[src/logic/mvip_pkg.sv]
// Function
// - Three levels with nested servicing.
// - Highest above high above low.
// - Refuse requests at or below service level.
// - Simultaneous requests: highest level wins.
// - Equal level: smallest vector address wins.
// - Twenty-eight sources onto ten vectors.
// - Vector 00013H shared by five sources.
// - Vector 00033H shared by four sources.
package mvip_pkg;

  localparam int unsigned NUM_SRC = 28;
  localparam int unsigned NUM_VEC = 10;
  localparam int unsigned VEC_IDX_W = 4;
  localparam int unsigned VEC_ADDR_W = 17;
  localparam int unsigned NEST_DEPTH = 3;

  // Levels are ordered so that a numeric compare gives the priority order.
  typedef enum logic [1:0] {
    MVIP_LVL_NONE = 2'h0,
    MVIP_LVL_LOW = 2'h1,
    MVIP_LVL_HIGH = 2'h2,
    MVIP_LVL_HIGHEST = 2'h3
  } mvip_level_e;

  // Vector base and spacing: vector n sits at 00003H + 8 * n.
  localparam logic [VEC_ADDR_W-1:0] VEC_BASE = 17'h00003;
  localparam logic [VEC_ADDR_W-1:0] VEC_STEP = 17'h00008;
  localparam logic [VEC_ADDR_W-1:0] VEC_THIRD_ADDR = 17'h00013;
  localparam logic [VEC_ADDR_W-1:0] VEC_SEVENTH_ADDR = 17'h00033;

  // Source bit positions.
  localparam int unsigned SRC_EXT0 = 0;
  localparam int unsigned SRC_EXT1 = 1;
  localparam int unsigned SRC_EXT2 = 2;
  localparam int unsigned SRC_T0L = 3;
  localparam int unsigned SRC_EXT4 = 4;
  localparam int unsigned SRC_USB_ACTIVE = 5;
  localparam int unsigned SRC_REMOTE_RX = 6;
  localparam int unsigned SRC_EXT3 = 7;
  localparam int unsigned SRC_EXT5 = 8;
  localparam int unsigned SRC_BASE_TIMER = 9;
  localparam int unsigned SRC_T0H = 10;
  localparam int unsigned SRC_T1L = 11;
  localparam int unsigned SRC_T1H = 12;
  localparam int unsigned SRC_SYNC0 = 13;
  localparam int unsigned SRC_USB_RESET = 14;
  localparam int unsigned SRC_USB_SUSPEND = 15;
  localparam int unsigned SRC_ASYNC_RX = 16;
  localparam int unsigned SRC_SERIAL1 = 17;
  localparam int unsigned SRC_USB_EP = 18;
  localparam int unsigned SRC_USB_SOF = 19;
  localparam int unsigned SRC_SYNC4 = 20;
  localparam int unsigned SRC_ASYNC_TX = 21;
  localparam int unsigned SRC_ADC = 22;
  localparam int unsigned SRC_T6 = 23;
  localparam int unsigned SRC_T7 = 24;
  localparam int unsigned SRC_PORT0 = 25;
  localparam int unsigned SRC_PWM0 = 26;
  localparam int unsigned SRC_PWM1 = 27;

  // Vector each source belongs to, indexed by source bit.
  localparam logic [NUM_SRC*VEC_IDX_W-1:0] SRC_TO_VEC = {
    4'h9, 4'h9, 4'h9, 4'h8, 4'h8, 4'h8,
    4'h7, 4'h7, 4'h7, 4'h7, 4'h7,
    4'h6, 4'h6, 4'h6, 4'h6,
    4'h5, 4'h5, 4'h4,
    4'h3, 4'h3, 4'h3,
    4'h2, 4'h2, 4'h2, 4'h2, 4'h2,
    4'h1, 4'h0
  };

  // Vectors 0 and 1 may be highest or low; the rest high or low.
  localparam logic [NUM_VEC-1:0] VEC_UPPER_IS_HIGHEST = 10'h003;

  // Request from the core side: take the offered vector or return from service.
  typedef struct packed {
    logic take;
    logic ret;
  } mvip_core_s;

  // Grant offered to the core.
  typedef struct packed {
    logic req;
    logic [VEC_IDX_W-1:0] idx;
    logic [VEC_ADDR_W-1:0] addr;
    mvip_level_e level;
  } mvip_grant_s;

endpackage : mvip_pkg

[src/logic/mvip_ctrl.sv]
`timescale 1ns/1ps
module mvip_ctrl
  import mvip_pkg::*;
(
  input wire logic clk_sys,
  input wire logic resetn,
  input wire logic [NUM_SRC-1:0] src_event,
  input wire logic [NUM_SRC-1:0] src_clear,
  input wire logic [NUM_VEC-1:0] vec_level_upper,
  input wire logic [NUM_VEC-1:0] vec_enable,
  input wire mvip_core_s core,
  output mvip_grant_s grant,
  output logic [NUM_SRC-1:0] src_pending,
  output mvip_level_e service_level
);

  // Whole state: pending flags, nesting stack of levels, and depth.
  typedef struct packed {
    logic [NUM_SRC-1:0] pend;
    logic [NEST_DEPTH*2-1:0] stack;
    logic [1:0] depth;
  } mvip_state_s;

  mvip_state_s st;
  mvip_state_s next_st;
  logic [NUM_VEC-1:0] vec_req;
  mvip_level_e vec_lvl [NUM_VEC];
  mvip_level_e cur_lvl;
  mvip_grant_s cand;

  // Gather sources onto their shared vectors and give each its level.
  genvar v;
  generate
    for (v = 0; v < NUM_VEC; v++) begin : g_vec
      logic [NUM_SRC-1:0] member;
      genvar s;
      for (s = 0; s < NUM_SRC; s++) begin : g_src
        assign member[s] = (SRC_TO_VEC[s*VEC_IDX_W +: VEC_IDX_W] == VEC_IDX_W'(v));
      end
      // Third and seventh vectors collect their listed sources here.
      assign vec_req[v] = vec_enable[v] && |(st.pend & member);
      assign vec_lvl[v] = !vec_level_upper[v] ? MVIP_LVL_LOW :
                          VEC_UPPER_IS_HIGHEST[v] ? MVIP_LVL_HIGHEST : MVIP_LVL_HIGH;
    end
  endgenerate

  // Current acceptance threshold is the top of the nesting stack.
  assign cur_lvl = (st.depth == 2'h0) ? MVIP_LVL_NONE :
                   mvip_level_e'(st.stack[(st.depth - 2'h1)*2 +: 2]);

  // Pick the highest level, ties to the lowest vector, above the threshold.
  always_comb begin
    cand = '0;
    cand.level = MVIP_LVL_NONE;
    for (int i = NUM_VEC - 1; i >= 0; i--) begin
      if (vec_req[i] && vec_lvl[i] > cur_lvl && vec_lvl[i] >= cand.level) begin
        cand.req = 1'b1; // Scanning downward lets the smaller vector win a tie.
        cand.idx = VEC_IDX_W'(i);
        cand.level = vec_lvl[i];
      end
    end
    cand.addr = VEC_BASE + VEC_STEP * VEC_ADDR_W'(cand.idx);
  end

  // Next-state: pending flags set-wins-over-clear, stack push on take, pop on return.
  always_comb begin
    next_st = st;
    next_st.pend = (st.pend & ~src_clear) | src_event;
    if (core.take && cand.req) begin
      for (int s = 0; s < NUM_SRC; s++) begin
        if (SRC_TO_VEC[s*VEC_IDX_W +: VEC_IDX_W] == cand.idx && !src_event[s]) begin
          next_st.pend[s] = 1'b0; // Taking the vector retires its sources, except any with a new event in the same cycle.
        end
      end
      if (st.depth != 2'(NEST_DEPTH)) begin
        next_st.stack[st.depth*2 +: 2] = cand.level;
        next_st.depth = st.depth + 2'h1;
      end
    end else if (core.ret && st.depth != 2'h0) begin
      next_st.depth = st.depth - 2'h1; // Restore previous threshold.
    end
  end

  // State register.
  always_ff @(posedge clk_sys) begin
    if (!resetn) begin
      st <= '0;
    end else begin
      st <= next_st;
    end
  end

  assign grant = cand;
  assign src_pending = st.pend;
  assign service_level = cur_lvl;

endmodule : mvip_ctrl

[config.mk]
export PLATFORM = sky130hd
export DESIGN_NAME = mvip_ctrl
export DESIGN_NICKNAME = d
export VERILOG_FILES = /design/src/logic/mvip_pkg.sv /design/src/logic/mvip_ctrl.sv
export SDC_FILE = /design/constraint.sdc
export NUM_CORES = 1
export LEC_CHECK = 0
export ABC_AREA = 1
export ABC_CLOCK_PERIOD_IN_PS = 29100
export BUFFER_PORTS_ARGS = -buffer_cell sky130_fd_sc_hd__buf_2
export CAP_MARGIN = 20
export CORE_MARGIN = 1
export CORE_UTILIZATION = 50
export DETAILED_ROUTE_END_ITERATION = 7
export GPL_ROUTABILITY_DRIVEN = 0
export PLACE_DENSITY = 0.88
export SETUP_SLACK_MARGIN = 0.5
export SLEW_MARGIN = 20
export SYNTH_ARGS = -nofsm -noshare
export SYNTH_HDL_FRONTEND = slang
export SYNTH_SLANG_ARGS = --single-unit
[constraint.sdc]
create_clock -name clk_sys -period 29.1 [get_ports clk_sys]
set_input_delay 2.91 -clock clk_sys [delete_from_list [all_inputs] [get_ports clk_sys]]
set_output_delay 2.91 -clock clk_sys [all_outputs]
set_load 0.005 [all_outputs]
==> summary.txt, run 1 <==
Final Hold Vio Count -> 0
Slew Limit Fails -> 0
setup violators final -> 0
CTS resizes -> 0
commonest cells after routing, fill and taps aside -> 120 x buf_2, 113 x inv_1, 91 x nand2_1
largest net degree at the start of global routing -> 25
# rows -> 31
Avg Cell Area, Syn -> 6.62 um2
Logic pwr share -> 52.6%
Setup Fix Bufs, Post-CTS -> 0
CTS Buf Count -> 5
share of power burned in registers -> 26.8%
Cells after Synth -> 569
Reg clk slew, reported paths -> 80 ps
I/O pins -> 134
worst vdd ir -> 37.8 uV
port bufs -> 120
Post-synth EDFFs -> 0
Async S/R FF share, synth -> 0%
Routed WL -> 9300 um
core area -> 7250 um2
CP arrival -> 11650 ps
Reg2Reg Launch Point -> st[0]
hold-fix buffers at CTS -> 0
antenna violations before repair -> 0
final critical-path required period -> 14560 ps
CTS tree -> built
net switching power -> 95.8 uW
top_reg_cell synth -> dfxtp_1
share of layout cells above drive strength 1 -> 29.5%
Longest Clk Path Bufs -> 2
Worst EP required -> 26190 ps
fmax -> 0.0687 GHz
Net Sw Frac -> 44.3%
initial core utilization -> 51.9%
total gr overflow -> 0
CP most frequent cell -> nand2_1
wire length per cell -> 12.2 um
Clock Latency Late Sink -> 290 ps
Layout Area Growth over Synthesis -> 13.9%
Hold WS -> 516 ps
RSZ-0062 raised after global routing -> false
worst setup path class -> in -> out
vias per inst -> 5.00
Initial DRT Pass Iterations -> 5
synth unique cells -> 40
Pint -> 120 uW
CP max-delay cell -> nor2_1
Diodes inserted -> 0
CP max FO -> 7
maxcap violations -> 0
ANT nets after route -> 0
clk root buf -> clkbuf_8
die width -> 88.8 um
commonest non-fill, non-tap cell in the layout -> buf_2
die area -> 7880 um2
global-route wire length before repair -> 14600 um
Clk network pwr share -> 20.5%
Final HPWL DP -> 7680 um
CP startpoint -> vec_level_upper[9]
CP startpoint kind -> primary input
worst hold path type -> reg -> reg
CP Capture Type -> output port
Die Y -> 88.8 um
CTS Sinks -> 36
cell area after synthesis -> 3760 um2
Power Dens Cells -> 50.4 nW/um2
Lkg Pwr -> 2.41 nW
synthesized flop and latch total -> 36
yosys synthesis warning count -> 0
Final #Nets -> 775
total number of vias -> 3798
CTS H-tree lvls -> 2
Post-route DRC -> 0
status -> complete, no violations
sequential fraction of the synthesis area -> 19.1%
Critical Path Max Stage Delay -> 380 ps
1st-iter DRT viols -> 146
period utilisation layout -> 50.0%
Total GRT Usage -> 23.7%
Final Skew -> 5.91 ps
setup TNS -> 0 ps
number of global-route vias before repair -> 3434
area by class of cell:
cell class	instances	area [um2]
clock inverter	3	42.5
clock buffer	5	68.8
inverter	116	435
fill	731	2970
tap	99	124
multi-input combinational	379	2280
sequential	36	721
timing repair buffer	122	616
synth_stat cells (3+ instances only):
master,n,area (um2)
a21oi_1,23,115
o21ai_1,16,80.1
buf_4,45,338
inv_1,113,424
nand4_1,13,81.3
nand2_2,10,62.6
nand2_1,91,342
a21oi_2,4,35.0
clkbuf_1,3,11.3
nand3_2,5,50.1
nor2_2,12,75.1
dfxtp_1,36,721
ha_1,35,438
o21ai_0,21,105
nand3_4,3,52.6
nand3_1,40,200
nor3_1,3,15.0
o21ai_2,12,105
nand2_4,5,56.3
nor2_1,52,195
nand4_2,3,37.5
through the flow:
| stage | total power, mW | area, um2 | worst slack [ps] | utilization [%] | instances |
|---|---|---|---|---|---|
| 4_1_cts | 0.217 | 4290 | 14620 | 59.1 | 760 |
| 5_1_grt | 0.235 | 4290 | 13760 | 59.1 | 760 |
| 3_3_place_gp | 0.167 | 4180 | 15240 | 57.6 | 752 |
| 6_report | 0.216 | 4290 | 14550 | 59.1 | 760 |
| 3_5_place_dp | 0.172 | 4180 | 14650 | 57.6 | 752 |
| 2_1_floorplan | 0.147 | 3810 | 15930 | - | 580 |
final timing paths:
check / depth (start not counted) / endpoint / slack (ps)
worst min-delay path: 2 / flip-flop / 520
worst max register to register: 66 / src_pending[22] / 18360
worst max-delay path: 59 / grant[22] / 14550
worst min register to register: 2 / flip-flop / 520
critical path: cells and delay by family:
kind / cells / cell delay (ps)
simple gates: 33 / 4360
fa+ha+maj: 8 / 2050
compound gates: 8 / 1470
buf+inv: 10 / 870
per-layer routing:
layer	routed length, um	track usage (%)
met5	0	0
met4	216	7.62
met3	558	4.66
met2	4740	43.7
met1	3780	27.4
logic make-up after synthesis:
logic type | Yosys count | share of synthesized area (%)
fa+ha+maj | 35 | 11.6
buf+inv | 165 | 21.4
other cells | 2 | 0.199
simple gates | 245 | 33.7
compound gates | 86 | 14.0
flops | 36 | 19.1
power groups by stage:
stage	logic [mW]	registers, mW	clock network [mW]
after floorplan	0.0886	0.0579	0
after global placement	0.109	0.0588	0
after detailed placement	0.113	0.0590	0
after CTS	0.114	0.0579	0.0456
after global routing	0.129	0.0585	0.0474
final	0.114	0.0580	0.0444
No activity file was read; power rests on OpenSTA's default activity.
==> run 2, diff against run 1 <==
--- a/config.mk
+++ b/config.mk
@@ -6,7 +6,7 @@
 export NUM_CORES = 1
 export LEC_CHECK = 0
 export ABC_AREA = 1
-export ABC_CLOCK_PERIOD_IN_PS = 29100
+export ABC_CLOCK_PERIOD_IN_PS = 15100
 export BUFFER_PORTS_ARGS = -buffer_cell sky130_fd_sc_hd__buf_2
 export CAP_MARGIN = 20
 export CORE_MARGIN = 1
==> constraint.sdc (replaced) <==
create_clock -name clk_sys -period 15.1 [get_ports clk_sys]
set_input_delay 1.51 -clock clk_sys [delete_from_list [all_inputs] [get_ports clk_sys]]
set_output_delay 1.51 -clock clk_sys [all_outputs]
set_load 0.005 [all_outputs]
==> run 2 against run 1 <==
  * Utilization shrank 0.43 points
  * Wire length is 1.3% lower
  * Via count fell by 1.1%
  * Worst setup slack got worse by 12000 ps
  * Clock power increased by 55%
  * Sequential share of layout area is 0.12 points higher
  * Clock-buffer cell count did not move
  * First-iteration DRC count grew 8.9%
  * Final cell count shrank 0.13%
  * Register-to-register slack lost 14000 ps
  * Clock skew is 11 ps higher
==> summary.txt, run 2 (synthesis results as in run 1) <==
I/O pins -> 134 (unchanged)
Diodes inserted -> 0 (unchanged)
Setup Fix Bufs, Post-CTS -> 0 (unchanged)
Slew headroom -> 55.3%
setup violators final -> 0 (unchanged)
global-route wire length before repair -> 14700 um (was 14600 um)
maxcap violations -> 0 (unchanged)
Post-Layout Cell Count -> 759 (was 760)
share of layout cells above drive strength 1 -> 29.5% (about the same)
Worst EP required -> 13590 ps (was 26190 ps)
Reg clk slew, reported paths -> 80 ps (about the same)
net switching power -> 186 uW (was 95.8 uW)
# rows -> 31 (unchanged)
fmax -> 0.0824 GHz
port bufs -> 120 (unchanged)
CTS tree -> built (unchanged)
Final Skew -> 16.7 ps (was 5.91 ps)
Net Sw Frac -> 46.3% (was 44.3%)
hold-fix buffers at CTS -> 0 (unchanged)
Longest Clk Path Bufs -> 2 (unchanged)
Pint -> 215 uW (was 120 uW)
share of power burned in registers -> 27.8% (was 26.8%)
RSZ-0062 raised after global routing -> false (unchanged)
1st-iter DRT viols -> 159 (was 146)
Critical Path Max Stage Delay -> 480 ps (was 380 ps)
CP startpoint kind -> flip-flop (was primary input)
CTS Sinks -> 36 (unchanged)
worst vdd ir -> 61.6 uV (was 37.8 uV)
vias per inst -> 4.95 (was 5.00)
placed insts -> 751 (was 752)
worst hold path type -> reg -> reg (unchanged)
CP max-delay cell -> dfxtp_1 (was nor2_1)
ANT nets after route -> 0 (unchanged)
worst slew pin tran -> 669 ps
Slew Limit Fails -> 0 (unchanged)
number of global-route vias before repair -> 3433 (was 3434)
CTS resizes -> 0 (unchanged)
Layout Area Growth over Synthesis -> 13.1% (was 13.9%)
CTS Buf Count -> 5 (unchanged)
Total GRT Usage -> 23.9% (was 23.7%)
Clk network pwr share -> 17.2% (was 20.5%)
commonest cells after routing, fill and taps aside -> 120 x buf_2, 112 x inv_1, 91 x nand2_1 (was 120 x buf_2, 113 x inv_1, 91 x nand2_1)
Post-route DRC -> 0 (unchanged)
Final HPWL DP -> 7600 um (was 7680 um)
CP arrival -> 10630 ps (was 11650 ps)
period utilisation layout -> 80.4%
final critical-path required period -> 12140 ps
Routed WL -> 9180 um (was 9300 um)
CTS H-tree lvls -> 2 (unchanged)
initial core utilization -> 51.9% (unchanged)
die width -> 88.8 um (unchanged)
Logic pwr share -> 55.0% (was 52.6%)
wire length per cell -> 12.1 um (was 12.2 um)
Initial DRT Pass Iterations -> 4 (was 5)
Clock Latency Late Sink -> 290 ps (about the same)
total gr overflow -> 0 (unchanged)
Lkg Pwr -> 2.40 nW (was 2.41 nW)
CP max FO -> 10 (was 7)
fin util -> 58.7% (was 59.1%)
setup TNS -> 0 ps (unchanged)
total number of vias -> 3757 (was 3798)
core area -> 7250 um2 (unchanged)
Final Hold Vio Count -> 0 (unchanged)
CP Capture Type -> output port (unchanged)
Final #Nets -> 774 (was 775)
antenna violations before repair -> 0 (unchanged)
die area -> 7880 um2 (unchanged)
# fillers -> 703 (was 731)
worst setup path class -> reg -> out (was in -> out)
clk root buf -> clkbuf_8 (unchanged)
Die Y -> 88.8 um (unchanged)
commonest non-fill, non-tap cell in the layout -> buf_2 (unchanged)
status -> complete, no violations (unchanged)
CP most frequent cell -> nand2_1 (unchanged)
Power Dens Cells -> 94.2 nW/um2 (was 50.4 nW/um2)
largest net degree at the start of global routing -> 32 (was 25)
[run 2: changes by cell type in the layout (fill, tap and decap cells not counted), sizes merged]
cell / change
bufinv: -1
buf: -1
clkinvlp: -1
clkinv: +2
[run 2: per-layer routing]
| layer | track usage, % | up-vias | share of wire (%) |
|---|---|---|---|
| met5 | 0 | - | 0 |
| met4 | 6.16 | 0 | 1.3 |
| met3 | 3.36 | 8 | 5.6 |
| met2 | 44.3 | 119 | 51 |
| met1 | 28.7 | 1694 | 42 |
| li1 | - | 1936 | - |
[run 2: critical path: cells and delay by family, from the launching register on]
family,cells,cell delay (ps)
DFF,1,480
AOI/OAI and AO/OA,8,1350
buffers and inverters,11,1310
and+or+nand+nor,38,4640
adders and majority gates,9,2530
[run 2: layout make-up]
| cell class | count | area [um2] | share of cell area, % |
|---|---|---|---|
| Clock buffer | 5 | 68.8 | 1.62 |
| Clock inverter | 3 | 18.8 | 0.441 |
| Inverter | 116 | 435 | 10.2 |
| Multi-Input combinational cell | 379 | 2280 | 53.6 |
| Sequential cell | 36 | 721 | 16.9 |
| Tap cell | 99 | 124 | 2.91 |
| Timing Repair Buffer | 121 | 608 | 14.3 |
[run 2: power by group through the flow]
stage | Clock [mW] | Combinational, mW | Sequential, mW
final | 0.0689 | 0.221 | 0.111
after global routing | 0.0737 | 0.250 | 0.113
after CTS | 0.0699 | 0.220 | 0.111
after detailed placement | 0 | 0.219 | 0.114
after global placement | 0 | 0.210 | 0.113
after floorplan | 0 | 0.171 | 0.112
[run 2: stage by stage]
stage	setup WS, ps	cell area [um2]	power [mW]	hold WS (ps)
after floorplan	4570	3810	0.282	446
after global placement	3870	4170	0.323	475
after detailed placement	3320	4170	0.332	477
after CTS	2980	4260	0.402	489
after global routing	1790	4260	0.436	506
final	2960	4260	0.401	489
[run 2: final timing paths]
| check | start | end | cells past startpoint | slack, ps |
|---|---|---|---|---|
| worst max-delay path | st[0] | grant[8] | 66 | 2960 |
| worst max register to register | st[0] | src_pending[24] | 68 | 4500 |
| worst min register to register | flip-flop | flip-flop | 2 | 490 |
| worst min-delay path | flip-flop | flip-flop | 2 | 490 |
==> run 3, diff against run 2 <==
--- a/config.mk
+++ b/config.mk
@@ -5,15 +5,15 @@
 export SDC_FILE = /design/constraint.sdc
 export NUM_CORES = 1
 export LEC_CHECK = 0
-export ABC_AREA = 1
-export ABC_CLOCK_PERIOD_IN_PS = 15100
+export ABC_AREA = 0
+export ABC_CLOCK_PERIOD_IN_PS = 10000
 export BUFFER_PORTS_ARGS = -buffer_cell sky130_fd_sc_hd__buf_2
 export CAP_MARGIN = 20
 export CORE_MARGIN = 1
-export CORE_UTILIZATION = 50
+export CORE_UTILIZATION = 45
 export DETAILED_ROUTE_END_ITERATION = 7
 export GPL_ROUTABILITY_DRIVEN = 0
-export PLACE_DENSITY = 0.88
+export PLACE_DENSITY = 0.86
 export SETUP_SLACK_MARGIN = 0.5
 export SLEW_MARGIN = 20
 export SYNTH_ARGS = -nofsm -noshare
==> constraint.sdc (replaced) <==
create_clock -name clk_sys -period 10 [get_ports clk_sys]
set_input_delay 1 -clock clk_sys [delete_from_list [all_inputs] [get_ports clk_sys]]
set_output_delay 1 -clock clk_sys [all_outputs]
set_load 0.005 [all_outputs]
==> run 3 against run 2 <==
  * The flow now finishes with violations (setup timing)
  * Utilization up 12 points
  * Clock power rose by 54%
  * Area after synthesis fell by 8.7%
  * First-iteration DRC count grew to 2.9 times the previous value
  * Global-route usage grew 7.3 points
  * Via count is 14% higher
  * Non-clock buffer count up 80
  * Highest routed layer unchanged
  * Wire length grew 53%
==> summary.txt, run 3 <==
flop2flop setup slack -> -440 ps (was 4500 ps)
core area -> 7330 um2 (was 7250 um2)
largest net degree at the start of global routing -> 39 (was 32)
cell area after synthesis -> 3440 um2 (was 3760 um2)
failing checks -> setup timing
Slew Limit Fails -> 0 (unchanged)
worst setup path class -> reg -> out (unchanged)
Buffers & Inverters on Critical Path -> 3 (was 11)
Final Hold Vio Count -> 0 (unchanged)
wire length per cell -> 20.3 um (was 12.1 um)
CTS tree -> built (unchanged)
R2R cell count -> 61 (was 68)
top_reg_cell synth -> dfxtp_1 (unchanged)
Total GRT Usage -> 31.2% (was 23.9%)
I/O pins -> 134 (unchanged)
commonest cells after routing, fill and taps aside -> 118 x buf_2, 62 x buf_4, 34 x dfxtp_1 (was 120 x buf_2, 112 x inv_1, 91 x nand2_1)
final critical-path required period -> 10930 ps
CP max-delay cell -> a2111oi_4 (was dfxtp_1)
top cell types by occurrence after synthesis -> 45 x buf_4, 36 x dfxtp_1, 35 x ha_1 (was 113 x inv_1, 91 x nand2_1, 52 x nor2_1)
CP startpoint kind -> flip-flop (unchanged)
Clock Latency Late Sink -> 300 ps (was 290 ps)
Diodes inserted -> 0 (unchanged)
setup violators final -> 46 (was 0)
Worst EP required -> 9000 ps (was 13590 ps)
Initial DRT Pass Iterations -> 6 (was 4)
share of layout cells above drive strength 1 -> 51.7% (was 29.5%)
sequential fraction of the synthesis area -> 21.0% (was 19.1%)
Cells after Synth -> 424 (was 569)
1st-iter DRT viols -> 456 (was 159)
Reg2Reg Launch Point -> st[0] (unchanged)
ANT nets after route -> 0 (unchanged)
port bufs -> 120 (unchanged)
dominant cell type by area after synthesis -> dfxtp_1 (unchanged)
total gr overflow -> 0 (unchanged)
setup ws final -> -926 ps (was 2960 ps)
Critical Path Max Stage Delay -> 520 ps (was 480 ps)
die area -> 7990 um2 (was 7880 um2)
period utilisation layout -> 109%
commonest non-fill, non-tap cell in the layout -> buf_2 (unchanged)
synth unique cells -> 73 (was 40)
most common cell in the netlist -> buf_4 (was inv_1)
CP Capture Type -> output port (unchanged)
Hold WS -> 487 ps (was 489 ps)
CTS H-tree lvls -> 2 (unchanged)
hold depth -> 2 (unchanged)
total number of vias -> 4274 (was 3757)
CP max FO -> 4 (was 10)
clk root buf -> clkbuf_8 (unchanged)
Lkg Pwr -> 2.48 nW (was 2.40 nW)
Power Dens Cells -> 162 nW/um2 (was 94.2 nW/um2)
CTS Sinks -> 36 (unchanged)
Reg clk slew, reported paths -> 80 ps (about the same)
Avg Cell Area, Syn -> 8.11 um2 (was 6.62 um2)
die width -> 89.4 um (was 88.8 um)
total power -> 841 uW (was 401 uW)
hold-fix buffers at CTS -> 0 (unchanged)
Longest Clk Path Bufs -> 2 (unchanged)
Post-route DRC -> 0 (unchanged)
Final Skew -> 2.56 ps (was 16.7 ps)
Die Y -> 89.4 um (was 88.8 um)
vias per inst -> 6.20 (was 4.95)
CP arrival -> 9930 ps (was 10630 ps)
Final HPWL DP -> 8290 um (was 7600 um)
Layout Area Growth over Synthesis -> 51.3% (was 13.1%)
global-route wire length before repair -> 19000 um (was 14700 um)
number of global-route vias before repair -> 3954 (was 3433)
# rows -> 31 (unchanged)
CTS Buf Count -> 5 (unchanged)
antenna violations before repair -> 0 (unchanged)
top cells by area, synth -> dfxtp_1 21%, ha_1 13%, buf_4 9.8% (was dfxtp_1 19%, ha_1 12%, inv_1 11%)
Post-synth EDFFs -> 0 (unchanged)
placed insts -> 646 (was 751)
Routed WL -> 14000 um (was 9180 um)
Post-Layout Cell Count -> 689 (was 759)
worst slew pin tran -> 824 ps (was 669 ps)
worst vdd ir -> 85.7 uV (was 61.6 uV)
yosys synthesis warning count -> 0 (unchanged)
fmax -> 0.0915 GHz
worst hold path type -> reg -> reg (unchanged)
CP delay by family, top -> compound AO/OA/AOI/OAI gates (was simple AND/OR/NAND/NOR gates)
maxcap violations -> 0 (unchanged)
status -> complete, but fails checks (was complete, no violations)
Slew headroom -> 44.5% (was 55.3%)
Final #Nets -> 704 (was 774)
RSZ-0062 raised after global routing -> true (was false)
synthesized flop and latch total -> 36 (unchanged)
Yosys top cell area share -> 21.0% (was 19.1%)
Async S/R FF share, synth -> 0% (unchanged)
initial core utilization -> 46.9% (was 51.9%)
-- run 3: cell type report --
cell class / instances / area (um2)
clock buffers: 6 / 72.6
flip-flops and latches: 36 / 726
well taps: 99 / 124
clock inverters: 2 / 12.5
multi-input cells: 317 / 2830
repair buffers: 201 / 1330
fillers: 473 / 2130
inverters: 28 / 108
-- run 3: timing repair --
action / CTS / global route
resized for setup: 47 / 44
gates cloned: 1 / 0
setup endpoints to repair: 47 / 47
setup buffers: 22 / 12
pin swaps: 39 / 46
-- run 3: worst max-delay path by stage --
stage | from | endpoint | slack (ps) | cells past startpoint
6_report | st[0] | grant[0] | -930 | 55
5_1_grt | st[0] | grant[19] | -1250 | 57
4_1_cts | st[0] | grant[8] | -470 | 56
3_5_place_dp | vec_level_upper[9] | grant[8] | -510 | 52
3_3_place_gp | vec_level_upper[9] | grant[23] | -40 | 51
2_1_floorplan | st[0] | grant[22] | -480 | 58
-- run 3: routing by layer --
| layer | vias to the layer above | wire [um] | GRT usage (%) |
|---|---|---|---|
| met4 | 0 | 1020 | 18.6 |
| met5 | - | 0 | 0 |
| li1 | 1822 | - | - |
| met2 | 365 | 6630 | 55.0 |
| met1 | 1964 | 5120 | 35.4 |
| met3 | 123 | 1220 | 5.08 |
-- run 3: worst reg2reg max path, delay by kind of cell (launching register included) --
kind	cells	cell delay [ps]
flip-flops	1	370
AO/OA/AOI/OAI	24	4130
multiplexers	2	400
buffers and inverters	8	940
adder cells (fa/ha/maj)	8	2060
AND/OR/NAND/NOR	19	2460
-- run 3: stage by stage --
step | setup slack (ps) | TNS [ps] | instance area [um2] | util (%)
2_1_floorplan | -484 | -4310 | 3660 | -
3_3_place_gp | -36.4 | -134 | 4330 | 59.1
3_5_place_dp | -514 | -6160 | 4330 | 59.1
4_1_cts | -468 | -4760 | 4880 | 66.5
5_1_grt | -1250 | -32920 | 5200 | 70.9
6_report | -926 | -17280 | 5200 | 70.9
-- run 3: kinds of logic after synthesis --
kind of cell / count (synthesis) / share of synthesized area [%]
flip-flops: 36 / 21.0
multiplexers: 4 / 1.16
buffers and inverters: 82 / 14.3
adder cells (fa/ha/maj): 35 / 12.7
other: 2 / 0.219
AO/OA/AOI/OAI: 121 / 28.3
AND/OR/NAND/NOR: 144 / 22.3
-- run 3: power by group --
group          leakage, nW  switching, mW  total, mW  internal, mW
clock               0.0412         0.0577      0.106        0.0488
sequential           0.300         0.0129      0.171         0.158
combinational         2.14          0.297      0.563         0.266
total                 2.48          0.368      0.841         0.473
